$ cat src/rtl/twop_params.svh
// constants of the two-wire operation handshake controller
`ifndef TWOP_PARAMS_SVH
`define TWOP_PARAMS_SVH

// ==========================================================
// register map (byte addresses, one word each)
`define TWOP_ADR_W 5
`define TWOP_OFS_CTRL 5'h00
`define TWOP_OFS_STATUS 5'h04
`define TWOP_OFS_DATA 5'h08
`define TWOP_OFS_IRQ_ST 5'h0C
`define TWOP_OFS_IRQ_MASK 5'h10

// ==========================================================
// bus_ctrl_reg fields
`define TWOP_CTRL_FLAG 7
`define TWOP_CTRL_ACKEN 6
`define TWOP_CTRL_START 5
`define TWOP_CTRL_STOP 4
`define TWOP_CTRL_WC 3
`define TWOP_CTRL_EN 2
`define TWOP_CTRL_MODE_LSB 8
`define TWOP_CTRL_RST 8'h00

// ==========================================================
// interrupt status / mask fields
`define TWOP_IRQ_W 3
`define TWOP_IRQ_DONE 0
`define TWOP_IRQ_STOP 1
`define TWOP_IRQ_WC 2

// ==========================================================
// bus_state_code_reg codes (low three bits always zero)
`define TWOP_SC_NONE 8'hF8
`define TWOP_SC_START 8'h08
`define TWOP_SC_RSTART 8'h10
`define TWOP_SC_MW_ACK 8'h18
`define TWOP_SC_MW_NACK 8'h20
`define TWOP_SC_MTD_ACK 8'h28
`define TWOP_SC_MTD_NACK 8'h30
`define TWOP_SC_MR_ACK 8'h40
`define TWOP_SC_MR_NACK 8'h48
`define TWOP_SC_MRD_ACK 8'h50
`define TWOP_SC_MRD_NACK 8'h58
`define TWOP_SC_SW_ADDR 8'h60
`define TWOP_SC_SRD_ACK 8'h80
`define TWOP_SC_SRD_NACK 8'h88
`define TWOP_SC_SR_ADDR 8'hA8
`define TWOP_SC_STD_ACK 8'hB8
`define TWOP_SC_STD_NACK 8'hC0

// ==========================================================
// timing: system clock period and serial bit time in ns
`define TWOP_CLK_NS 40
`define TWOP_BIT_NS 10000
`define TWOP_QTR_CYC ((`TWOP_BIT_NS / 4) / `TWOP_CLK_NS)
`define TWOP_QCNT_W 7
`define TWOP_BYTE_BITS 4'h8

`endif

$ cat src/rtl/twop_pkg.sv
// types of the two-wire operation handshake controller
package twop_pkg;
  // ==========================================================
  // engine states
  typedef enum logic [3:0] {
    SM_IDLE, SM_M_START, SM_M_BIT, SM_M_ACK, SM_M_STOP, SM_HOLD,
    SM_S_RX, SM_S_RACK, SM_S_TX, SM_S_TACK
  } twop_state_e;
  // ==========================================================
  // transfer modes
  typedef enum logic [2:0] {
    MODE_NONE, MODE_MTX, MODE_MRX, MODE_STX, MODE_SRX
  } twop_mode_e;
endpackage

$ cat src/rtl/twop_ctrl.sv
// two-wire byte controller with software operation handshake
//
// Design decisions made here: the address map and register access over Wishbone.
`timescale 1ns/1ps
`include "twop_params.svh"

module twop_ctrl (
  // clock and reset
  input wire logic i_clk_sys,
  input wire logic i_reset_n,
  // wishbone slave
  input wire logic i_wb_cyc,
  input wire logic i_wb_stb,
  input wire logic i_wb_we,
  input wire logic [`TWOP_ADR_W-1:0] i_wb_adr,
  input wire logic [3:0] i_wb_sel,
  input wire logic [31:0] i_wb_dat,
  output logic [31:0] o_wb_dat,
  output logic o_wb_ack,
  // two-wire pins, open drain
  input wire logic i_scl,
  output logic o_scl_o,
  output logic o_scl_oe,
  input wire logic i_sda,
  output logic o_sda_o,
  output logic o_sda_oe,
  // status outputs
  output twop_pkg::twop_mode_e o_bus_mode,
  output logic o_irq
);
  import twop_pkg::*;

  // ==========================================================
  // state
  twop_state_e state_r;
  twop_mode_e mode_r;
  logic [7:0] ctrl_r, shreg_r, code_r, status_r;
  logic [`TWOP_IRQ_W-1:0] irq_st_r, irq_mask_r;
  logic [`TWOP_QCNT_W-1:0] qcnt_r;
  logic [1:0] q_r;
  logic [3:0] cnt_r;
  logic tick_r, flag_r, done_r, go_r, wc_r, first_r, ackd_r, stop_evt_r, wc_evt_r;
  logic scl_drv_r, sda_drv_r, zero_r, ack_r, irq_r;
  logic [31:0] rdat_r;
  logic scl_m_r, scl_s_r, scl_p_r, sda_m_r, sda_s_r, sda_p_r;

  // code of a completed byte, shared by master and slave paths
  function automatic logic [7:0] code_of(input logic slave, input logic first, input logic rd, input logic ackd);
    logic [7:0] c;
    c = `TWOP_SC_NONE;
    if (!slave && first) c = rd ? (ackd ? `TWOP_SC_MR_ACK : `TWOP_SC_MR_NACK)
                                : (ackd ? `TWOP_SC_MW_ACK : `TWOP_SC_MW_NACK);
    else if (!slave) c = rd ? (ackd ? `TWOP_SC_MRD_ACK : `TWOP_SC_MRD_NACK)
                            : (ackd ? `TWOP_SC_MTD_ACK : `TWOP_SC_MTD_NACK);
    else if (first) c = rd ? `TWOP_SC_SR_ADDR : `TWOP_SC_SW_ADDR;
    else c = rd ? (ackd ? `TWOP_SC_STD_ACK : `TWOP_SC_STD_NACK)
                : (ackd ? `TWOP_SC_SRD_ACK : `TWOP_SC_SRD_NACK);
    return c;
  endfunction

  // ==========================================================
  // bus decode
  wire wb_hit_w = i_wb_cyc & i_wb_stb & ~ack_r;
  wire wb_wr_w = wb_hit_w & i_wb_we & i_wb_sel[0];
  wire sel_ctrl_w = i_wb_adr == `TWOP_OFS_CTRL;
  wire sel_stat_w = i_wb_adr == `TWOP_OFS_STATUS;
  wire sel_data_w = i_wb_adr == `TWOP_OFS_DATA;
  wire sel_ist_w = i_wb_adr == `TWOP_OFS_IRQ_ST;
  wire sel_imask_w = i_wb_adr == `TWOP_OFS_IRQ_MASK;
  wire ctrl_wr_w = wb_wr_w & sel_ctrl_w;
  wire clr_w = ctrl_wr_w & i_wb_dat[`TWOP_CTRL_FLAG];
  wire data_wr_w = wb_wr_w & sel_data_w;
  wire [31:0] ctrl_rd_w = {21'h00000, mode_r, flag_r, ctrl_r[6:4], wc_r, ctrl_r[2:0]};
  wire [31:0] rd_mux_w = sel_ctrl_w ? ctrl_rd_w :
                         sel_stat_w ? {24'h000000, status_r} :
                         sel_data_w ? {24'h000000, shreg_r} :
                         sel_ist_w ? {29'h0000000, irq_st_r} :
                         sel_imask_w ? {29'h0000000, irq_mask_r} : 32'h00000000;

  // ==========================================================
  // line sampling; the second and third stages feed logic, never the first
  wire scl_rise_w = scl_s_r & ~scl_p_r;
  wire scl_fall_w = ~scl_s_r & scl_p_r;
  wire bus_start_w = scl_s_r & scl_p_r & sda_p_r & ~sda_s_r;
  wire bus_stop_w = scl_s_r & scl_p_r & ~sda_p_r & sda_s_r;
  // master phase advance; waits at quarter 2 while someone stretches the clock
  wire adv_w = tick_r & ~(q_r == 2'h2 & ~scl_s_r);
  wire byte_end_w = cnt_r == `TWOP_BYTE_BITS;
  wire is_slave_w = mode_r == MODE_STX || mode_r == MODE_SRX;
  wire m_rd_data_w = mode_r == MODE_MRX && !first_r;
  wire launch_w = state_r == SM_HOLD && !flag_r && !done_r && go_r;
  wire [`TWOP_IRQ_W-1:0] irq_evt_w = {wc_evt_r, stop_evt_r, done_r};

  always_ff @(posedge i_clk_sys or negedge i_reset_n) begin
    if (!i_reset_n) begin
      {scl_m_r, scl_s_r, scl_p_r, sda_m_r, sda_s_r, sda_p_r} <= 6'h3F;
    end else begin
      {scl_m_r, scl_s_r, scl_p_r} <= {i_scl, scl_m_r, scl_s_r};
      {sda_m_r, sda_s_r, sda_p_r} <= {i_sda, sda_m_r, sda_s_r};
    end
  end

  // quarter-bit enable; free running keeps the divider trivial
  always_ff @(posedge i_clk_sys or negedge i_reset_n) begin
    if (!i_reset_n) begin
      qcnt_r <= '0;
      tick_r <= 1'b0;
    end else begin
      tick_r <= qcnt_r == `TWOP_QCNT_W'(`TWOP_QTR_CYC - 1);
      qcnt_r <= (qcnt_r == `TWOP_QCNT_W'(`TWOP_QTR_CYC - 1)) ? '0 : qcnt_r + 1'b1;
    end
  end

  // ==========================================================
  // register bus: one wait state, ack drops after one cycle
  always_ff @(posedge i_clk_sys or negedge i_reset_n) begin
    if (!i_reset_n) begin
      ack_r <= 1'b0;
      rdat_r <= '0;
      ctrl_r <= `TWOP_CTRL_RST;
      irq_mask_r <= '0;
    end else begin
      ack_r <= wb_hit_w;
      if (wb_hit_w) rdat_r <= rd_mux_w;
      if (ctrl_wr_w) ctrl_r <= i_wb_dat[7:0];
      if (wb_wr_w && sel_imask_w) irq_mask_r <= i_wb_dat[`TWOP_IRQ_W-1:0];
    end
  end

  // done flag: a new completion wins over a clearing write
  always_ff @(posedge i_clk_sys or negedge i_reset_n) begin
    if (!i_reset_n) begin
      flag_r <= 1'b0;
      status_r <= `TWOP_SC_NONE;
    end else begin
      flag_r <= done_r | (flag_r & ~clr_w);
      status_r <= flag_r ? code_r : `TWOP_SC_NONE;
    end
  end

  // sticky interrupt bits, write one to clear, events win
  always_ff @(posedge i_clk_sys or negedge i_reset_n) begin
    if (!i_reset_n) begin
      irq_st_r <= '0;
      irq_r <= 1'b0;
    end else begin
      irq_st_r <= irq_evt_w | (irq_st_r & ~((wb_wr_w && sel_ist_w) ? i_wb_dat[`TWOP_IRQ_W-1:0] : '0));
      irq_r <= |(irq_st_r & irq_mask_r);
    end
  end

  // ==========================================================
  // byte engine: master by quarter ticks, slave by clock edges
  always_ff @(posedge i_clk_sys or negedge i_reset_n) begin
    if (!i_reset_n) begin
      state_r <= SM_IDLE;
      mode_r <= MODE_NONE;
      shreg_r <= '0;
      code_r <= `TWOP_SC_NONE;
      q_r <= '0;
      cnt_r <= '0;
      {done_r, go_r, wc_r, first_r, ackd_r, stop_evt_r, wc_evt_r} <= '0;
      {scl_drv_r, sda_drv_r, zero_r} <= '0;
    end else begin
      done_r <= 1'b0;
      stop_evt_r <= 1'b0;
      wc_evt_r <= 1'b0;
      zero_r <= 1'b0;
      if (clr_w) go_r <= 1'b1;
      if (ctrl_wr_w) wc_r <= 1'b0;
      // data writes outside a pause would corrupt the shifter
      if (data_wr_w && (flag_r || state_r == SM_IDLE)) shreg_r <= i_wb_dat[7:0];
      else if (data_wr_w) {wc_r, wc_evt_r} <= 2'h3;
      if (adv_w) q_r <= q_r + 1'b1;
      unique case (state_r)
        SM_IDLE: begin
          mode_r <= MODE_NONE;
          if (go_r && ctrl_r[`TWOP_CTRL_EN] && ctrl_r[`TWOP_CTRL_START]) begin
            go_r <= 1'b0;
            q_r <= '0;
            state_r <= SM_M_START;
          end else if (ctrl_r[`TWOP_CTRL_EN] && ctrl_r[`TWOP_CTRL_ACKEN] && bus_start_w) begin
            cnt_r <= '0;
            first_r <= 1'b1;
            state_r <= SM_S_RX;
          end
        end
        SM_M_START: if (adv_w) begin
          if (q_r == 2'h0) sda_drv_r <= 1'b0;
          if (q_r == 2'h1) scl_drv_r <= 1'b0;
          if (q_r == 2'h2) sda_drv_r <= 1'b1;
          if (q_r == 2'h3) begin
            scl_drv_r <= 1'b1;
            code_r <= (mode_r == MODE_NONE) ? `TWOP_SC_START : `TWOP_SC_RSTART;
            mode_r <= MODE_MTX;
            done_r <= 1'b1;
            first_r <= 1'b1;
            state_r <= SM_HOLD;
          end
        end
        SM_M_BIT: if (adv_w) begin
          if (q_r == 2'h0) sda_drv_r <= m_rd_data_w ? 1'b0 : ~shreg_r[7];
          if (q_r == 2'h1) scl_drv_r <= 1'b0;
          if (q_r == 2'h3) begin
            scl_drv_r <= 1'b1;
            shreg_r <= {shreg_r[6:0], sda_s_r};
            cnt_r <= cnt_r + 1'b1;
            if (cnt_r == `TWOP_BYTE_BITS - 4'h1) state_r <= SM_M_ACK;
          end
        end
        SM_M_ACK: if (adv_w) begin
          // receiver acks by pulling data low, nack leaves it high
          if (q_r == 2'h0) sda_drv_r <= m_rd_data_w & ctrl_r[`TWOP_CTRL_ACKEN];
          if (q_r == 2'h1) scl_drv_r <= 1'b0;
          if (q_r == 2'h3) begin
            scl_drv_r <= 1'b1;
            code_r <= code_of(1'b0, first_r, first_r ? shreg_r[0] : mode_r == MODE_MRX, ~sda_s_r);
            if (first_r) mode_r <= shreg_r[0] ? MODE_MRX : MODE_MTX;
            done_r <= 1'b1;
            state_r <= SM_HOLD;
          end
        end
        SM_M_STOP: if (adv_w) begin
          if (q_r == 2'h0) sda_drv_r <= 1'b1;
          if (q_r == 2'h1) scl_drv_r <= 1'b0;
          if (q_r == 2'h3) begin
            sda_drv_r <= 1'b0;
            stop_evt_r <= 1'b1;
            mode_r <= MODE_NONE;
            q_r <= '0;
            state_r <= ctrl_r[`TWOP_CTRL_START] ? SM_M_START : SM_IDLE;
          end
        end
        SM_HOLD: begin
          scl_drv_r <= 1'b1;
          if (launch_w) begin
            go_r <= 1'b0;
            q_r <= '0;
            cnt_r <= '0;
            if (is_slave_w) begin
              scl_drv_r <= 1'b0;
              first_r <= 1'b0;
              sda_drv_r <= (mode_r == MODE_STX) & ~shreg_r[7];
              state_r <= (mode_r == MODE_STX) ? SM_S_TX : SM_S_RX;
            end else if (ctrl_r[`TWOP_CTRL_STOP]) state_r <= SM_M_STOP;
            else if (ctrl_r[`TWOP_CTRL_START]) state_r <= SM_M_START;
            else state_r <= SM_M_BIT;
            if (!is_slave_w && !ctrl_r[`TWOP_CTRL_STOP] && !ctrl_r[`TWOP_CTRL_START] && !first_r) first_r <= 1'b0;
          end
        end
        SM_S_RX: begin
          if (scl_rise_w) begin
            shreg_r <= {shreg_r[6:0], sda_s_r};
            cnt_r <= cnt_r + 1'b1;
          end
          if (scl_fall_w && byte_end_w) begin
            sda_drv_r <= ctrl_r[`TWOP_CTRL_ACKEN];
            state_r <= SM_S_RACK;
          end
          if (bus_stop_w) state_r <= SM_IDLE;
        end
        SM_S_RACK: if (scl_fall_w) begin
          sda_drv_r <= 1'b0;
          scl_drv_r <= 1'b1;
          code_r <= code_of(1'b1, first_r, first_r & shreg_r[0], ctrl_r[`TWOP_CTRL_ACKEN]);
          if (first_r) mode_r <= shreg_r[0] ? MODE_STX : MODE_SRX;
          done_r <= 1'b1;
          state_r <= SM_HOLD;
        end
        SM_S_TX: begin
          if (scl_rise_w) begin
            shreg_r <= {shreg_r[6:0], sda_s_r};
            cnt_r <= cnt_r + 1'b1;
          end
          if (scl_fall_w) sda_drv_r <= ~byte_end_w & ~shreg_r[7];
          if (scl_fall_w && byte_end_w) state_r <= SM_S_TACK;
          // a stop cut into our byte must not leave data pulled low
          if (bus_stop_w) begin
            sda_drv_r <= 1'b0;
            state_r <= SM_IDLE;
          end
        end
        SM_S_TACK: begin
          if (scl_rise_w) ackd_r <= ~sda_s_r;
          if (scl_fall_w) begin
            scl_drv_r <= 1'b1;
            code_r <= code_of(1'b1, 1'b0, 1'b1, ackd_r);
            done_r <= 1'b1;
            state_r <= SM_HOLD;
          end
        end
      endcase
      if (state_r == SM_M_ACK && adv_w && q_r == 2'h3) first_r <= 1'b0;
    end
  end

  // ==========================================================
  // outputs, all registered
  assign o_wb_dat = rdat_r;
  assign o_wb_ack = ack_r;
  assign o_scl_o = zero_r;
  assign o_sda_o = zero_r;
  assign o_scl_oe = scl_drv_r;
  assign o_sda_oe = sda_drv_r;
  assign o_bus_mode = mode_r;
  assign o_irq = irq_r;

  // ==========================================================
  // checks
  a_done_sets_flag: assert property (@(posedge i_clk_sys) disable iff (!i_reset_n)
    done_r |=> flag_r) else $error("completion did not raise the flag");
  a_flag_holds_clock: assert property (@(posedge i_clk_sys) disable iff (!i_reset_n)
    flag_r |-> scl_drv_r && o_scl_oe) else $error("clock released while flag set");
  a_write_one_clears: assert property (@(posedge i_clk_sys) disable iff (!i_reset_n)
    (flag_r && clr_w && !done_r) |=> !flag_r) else $error("flag not cleared by writing one");
  a_launch_after_clear: assert property (@(posedge i_clk_sys) disable iff (!i_reset_n)
    launch_w |=> state_r != SM_HOLD) else $error("operation did not begin after clear");
  a_start_done_code: assert property (@(posedge i_clk_sys) disable iff (!i_reset_n)
    (state_r == SM_M_START && adv_w && q_r == 2'h3) |=> done_r ##1 flag_r ##1
    (status_r == `TWOP_SC_START || status_r == `TWOP_SC_RSTART)) else $error("start not reported");
  a_addr_write_done: assert property (@(posedge i_clk_sys) disable iff (!i_reset_n)
    (state_r == SM_M_ACK && adv_w && q_r == 2'h3 && first_r && !shreg_r[0]) |=>
    done_r && (code_r == `TWOP_SC_MW_ACK || code_r == `TWOP_SC_MW_NACK)) else $error("address write not reported");
  a_data_tx_done: assert property (@(posedge i_clk_sys) disable iff (!i_reset_n)
    (state_r == SM_M_ACK && adv_w && q_r == 2'h3 && !first_r && mode_r == MODE_MTX) |=>
    done_r && code_r == (sda_drv_r ? `TWOP_SC_MTD_ACK : $past(sda_s_r) ? `TWOP_SC_MTD_NACK : `TWOP_SC_MTD_ACK))
    else $error("data byte not reported");
  a_dir_sets_mode: assert property (@(posedge i_clk_sys) disable iff (!i_reset_n)
    (state_r == SM_M_ACK && adv_w && q_r == 2'h3 && first_r) |=>
    mode_r == ($past(shreg_r[0]) ? MODE_MRX : MODE_MTX)) else $error("direction bit misread");
  a_status_timing: assert property (@(posedge i_clk_sys) disable iff (!i_reset_n)
    $rose(flag_r) |=> status_r == code_r ##1 (!$past(flag_r) || status_r == code_r)) else $error("status late");
  a_status_idle_code: assert property (@(posedge i_clk_sys) disable iff (!i_reset_n)
    !$past(flag_r) |-> status_r == `TWOP_SC_NONE) else $error("stale status shown");
  a_stop_no_flag: assert property (@(posedge i_clk_sys) disable iff (!i_reset_n)
    stop_evt_r |-> !done_r ##1 !done_r ##1 !flag_r) else $error("flag raised after stop");

  c_start_sent: cover property (@(posedge i_clk_sys) disable iff (!i_reset_n)
    done_r && code_r == `TWOP_SC_START);
  c_data_sent: cover property (@(posedge i_clk_sys) disable iff (!i_reset_n)
    done_r && code_r == `TWOP_SC_MTD_ACK);
  c_slave_addressed: cover property (@(posedge i_clk_sys) disable iff (!i_reset_n)
    done_r && code_r == `TWOP_SC_SW_ADDR);
  c_stop_sent: cover property (@(posedge i_clk_sys) disable iff (!i_reset_n) stop_evt_r);

endmodule // twop_ctrl

$ cat config.mk
export PLATFORM = sky130hd
export DESIGN_NAME = twop_ctrl
export DESIGN_NICKNAME = d
export VERILOG_FILES = /design/src/rtl/twop_pkg.sv /design/src/rtl/twop_ctrl.sv
export VERILOG_INCLUDE_DIRS = /design/src /design/src/rtl
export SDC_FILE = /design/constraint.sdc
export NUM_CORES = 1
export LEC_CHECK = 0
export BUFFER_PORTS_ARGS = -buffer_cell sky130_fd_sc_hd__buf_4
export CORE_ASPECT_RATIO = 0.5
export CORE_MARGIN = 1
export CORE_UTILIZATION = 42
export CTS_CLUSTER_SIZE = 24
export DETAILED_ROUTE_END_ITERATION = 8
export SYNTH_ARGS = -nofsm -noshare
export SYNTH_HDL_FRONTEND = slang
export SYNTH_SLANG_ARGS = --single-unit
$ cat constraint.sdc
create_clock -name i_clk_sys -period 3.2 [get_ports i_clk_sys]
set_input_delay 0 -clock i_clk_sys [delete_from_list [all_inputs] [get_ports i_clk_sys]]
set_output_delay 0 -clock i_clk_sys [all_outputs]
set_load 0.01 [all_outputs]
==> metrics.md <==
| Metric | Value |
|---|---|
| Clock latency on the worst-skew pair | 350 ps |
| DR iter-0 viols | ~270 |
| CP Class | register to register |
| Total power | around 3.9 mW |
| CP delay by family, top | compound AO/OA/AOI/OAI gates |
| Final wirelength | 11.9 mm |
| DR vias | about 3900 |
| Max-cap violation count | 0 |
| EDFF count, synth | 0 |
| Final Hold Slack | around 18 ps |
| Asr flop ratio synth | between 90% and 100% |
| Worst Max-Slew Pin Slew | roughly 1000 ps |
| Post-Layout Cell Count | 691 |
| Post-route setup slack | 695 ps |
| Area occupied by multi-input gates | ~0.0025 sq mm |
| Clock sinks | 80 |
| Worst path depth | 5 |
| Synthesized area per cell | about 9.7 sq um |
| Total grt overflow | 0 |
| Row count | 27 |
| Detail Placement HPWL | roughly 8.4 mm |
| Area Growth Syn to Fin | 14.4% |
| Die height | 77.6 microns |
| Fin nets | 601 |
| Hold Buf Count CTS | 11 |
| I/O pin cnt | 89 |
| Comb pwr share | 36.8% |
| Leading area contributor after synthesis | dfrtp_1 |
| Slew Viols, Final | 0 |
| Final Core Density | 49.7% |
| Critical-path cell list | nor4b_4, a21oi_1, o22a_1, inv_1, a22o_1 |
| Clock power share | 24.7% |
| Largest net degree at the start of global routing | 81 |
| CTS H-tree lvls | 3 |
| Count of final setup violators | 0 |
| Sequential area share after synthesis | 42.1% |
| Flop pwr share | 38.6% |
| Starting density of the core | ~43% |
| Hold Vio Cnt, Final | 0 |
| Switching power | between 1 and 1.5 mW |
| CP Buf/Inv Count | 1 |
| CP peak stage delay | around 840 ps |
| Synth top area share | 33.4% |
| Reg2reg path depth | 5 |
| Max-slew headroom | 31.9% |
| Reg-to-Reg Start | state_r[2] |
| Clock slew seen by the registers of the worst setup and hold paths | 60 ps |
| Die width | 153 microns |
| Post-synthesis cell area | 0.00480 sq mm |
| Leakage | 2.48 nW |
| Register Area | 0.00202 sq mm |
| Total CTS buffers | 9 |
| Port buffer count | 38 |
| Yosys warns | 0 |
| Initial antenna violation count | 0 |
| Ranking of synthesized cells by area | dfrtp_1 (33%), dfstp_2 (8.8%), mux2i_1 (3.8%) |
| Status | finished clean |
| Placed instance count | 664 |
| P per Cell Area | 702 mW/mm^2 |
| Worst Setup EP | cnt_r[1] |
| HP Class | input pin to register |
| DR WL/cell | 17.2 microns |
| Critical Path AT | 2740 ps |
| Sw frac | 38.5% |
| Peak supply drop | 0.260 mV |
| Synthesis-stage register bit count | 80 |
| Post-DP Area | 0.00511 sq mm |
| CTS tree | yes |
| Synth unique cells | 77 |
| CORE AREA | 0.0110 sq mm |
| Setup TNS | 0 ps |
| Final instance area | roughly 0.0055 sq mm |
| Remaining DRCs | 0 |
| CTS Root Cell | clkbuf_16 |
| DIE AREA | approximately 0.012 sq mm |
| Layout Skew | between 9 and 10 ps |
| Reg2reg setup slack | 700 ps |
| Via/cell ratio | 5.63 |
| Syn Inst Count | 497 |
| Final Critical Period | 2500 ps |
| Post-CTS setup repair buffer count | 0 |
| Pre-CTS setup slack | 718 ps |
| Fill cells | 1061 |
| Most used DFF post-synth | dfrtp_1 |
| Vias in the first global route | 3664 |
| WP data required | 3440 ps |
| First-pass GRT wire length | 19.5 mm |
| RR Endpoint | cnt_r[1] |
| Placer Congestion | 0.931 |
| Maximum clock insertion buffer count | 2 |
| Fmax | roughly 400 MHz |
| First drt pass iteration count | 5 |
| Critical Path Slowest Stage Cell | dfrtp_1 |
| Period utilisation layout | 78.3% |
| GRT Total Usage | 21.3% |
| RSZ-0062 raised after global routing | false |
| CP Launch Type | register |
| Number of routed nets with antenna violations | 0 |
| Share of cells above drive strength 1 | 17.8% |
| CP startpoint | state_r[2] |
| Post-CTS sizing | 0 |
| Total internal power | 2.37 mW |
| N_diodes | 0 |
| Critical path capture point type | register |
| CP Max Fanout | 19 |
[flip-flops by register name (all words and copies together) (netlist names), 2 cells and up, named ones only]
signal,count
o_wb_dat,11
shreg_r,8
qcnt_r,7
ctrl_r,6
code_r,5
status_r,5
cnt_r,4
state_r,4
irq_mask_r,3
irq_st_r,3
o_bus_mode,3
q_r,2
[synthesized netlist by cell type (all sizes together), types with 3 or more instances]
cell type,number
nor2,30
nand2b,16
o221ai,3
nor3,10
nor2b,9
or2,4
a31oi,5
a211oi,5
a21oi,28
a21o,6
nor4b,3
mux2i,18
o31ai,4
a22o,10
o22ai,4
nand3,13
and2,3
buf,39
nand2,45
inv,21
and3,4
xnor2,4
dfstp,16
nand3b,5
dfrtp,64
clkbuf,9
ha,12
nor3b,3
mux2,19
a22oi,4
a211o,3
o21ai,32
or3,4
[how the worst min path moves through the flow]
stage	startpoint	endpoint	slack [ps]	cells after the start
after floorplan	i_reset_n	asynchronous set/reset pin	-300	0
final	i_wb_adr[3]	wc_evt_r	20	3
after global routing	i_wb_adr[3]	wc_evt_r	30	3
after detailed placement	i_scl	scl_m_r	110	1
after global placement	i_sda	sda_m_r	110	1
after CTS	i_wb_adr[3]	wc_evt_r	4	3
[cell type report]
cell class	count	area share (%)
multi-input combinational	370	45.0
sequential	80	36.8
timing repair buffer	59	8.57
clock inverter	5	0.615
tap	145	3.30
clock buffer	11	4.24
inverter	21	1.44
[placed cells by master, fill, tap and decap left out, types with 5 or more instances in the layout]
cell type / n
a211oi_1: 5
a21o_1: 6
a21oi_1: 28
a22o_1: 10
a31oi_1: 5
buf_4: 48
clkbuf_16: 9
conb_1: 23
dfrtp_1: 64
dfstp_2: 16
dlygate4sd3_1: 11
ha_1: 12
inv_1: 16
inv_2: 5
mux2_1: 15
mux2i_1: 18
nand2_1: 45
nand2b_1: 16
nand3_1: 13
nor2_1: 29
nor2b_1: 9
nor3_1: 7
o21ai_0: 24
o21ai_1: 8
[per-layer routing]
metal  GRT usage (%)  share of wire [%]  vias to the layer above
met5               0                  0                        -
met4            6.46                1.5                        0
met3            4.64                5.8                       14
met2            32.7                 43                      129
met1            29.8                 50                     1908
li1                -                  -                     1841
[cells by family (layout without fill, tap and decap cells)]
family,after synthesis,after routing,share of synthesized area (%)
flip-flops,80,80,42.1
AO/OA/AOI/OAI,130,130,18.2
other,1,23,0.0782
XOR/XNOR,6,6,1.10
multiplexers,37,37,8.21
AND/OR/NAND/NOR,162,162,19.1
adder cells (fa/ha/maj),12,12,3.13
buffers and inverters,69,96,8.06
[power groups by stage]
stage	logic, mW	clock network, mW	registers [mW]
6_report	1.42	0.951	1.49
5_1_grt	1.55	1.01	1.52
4_1_cts	1.40	0.972	1.48
3_5_place_dp	1.38	0	1.50
3_3_place_gp	1.36	0	1.50
2_1_floorplan	1.15	0	1.32
[tightest hold or removal path: cells and delay by family]
family	cells	cell delay [ps]
buffers and inverters	1	160
and+or+nand+nor	2	160
Power figures use the tool's default switching activity.
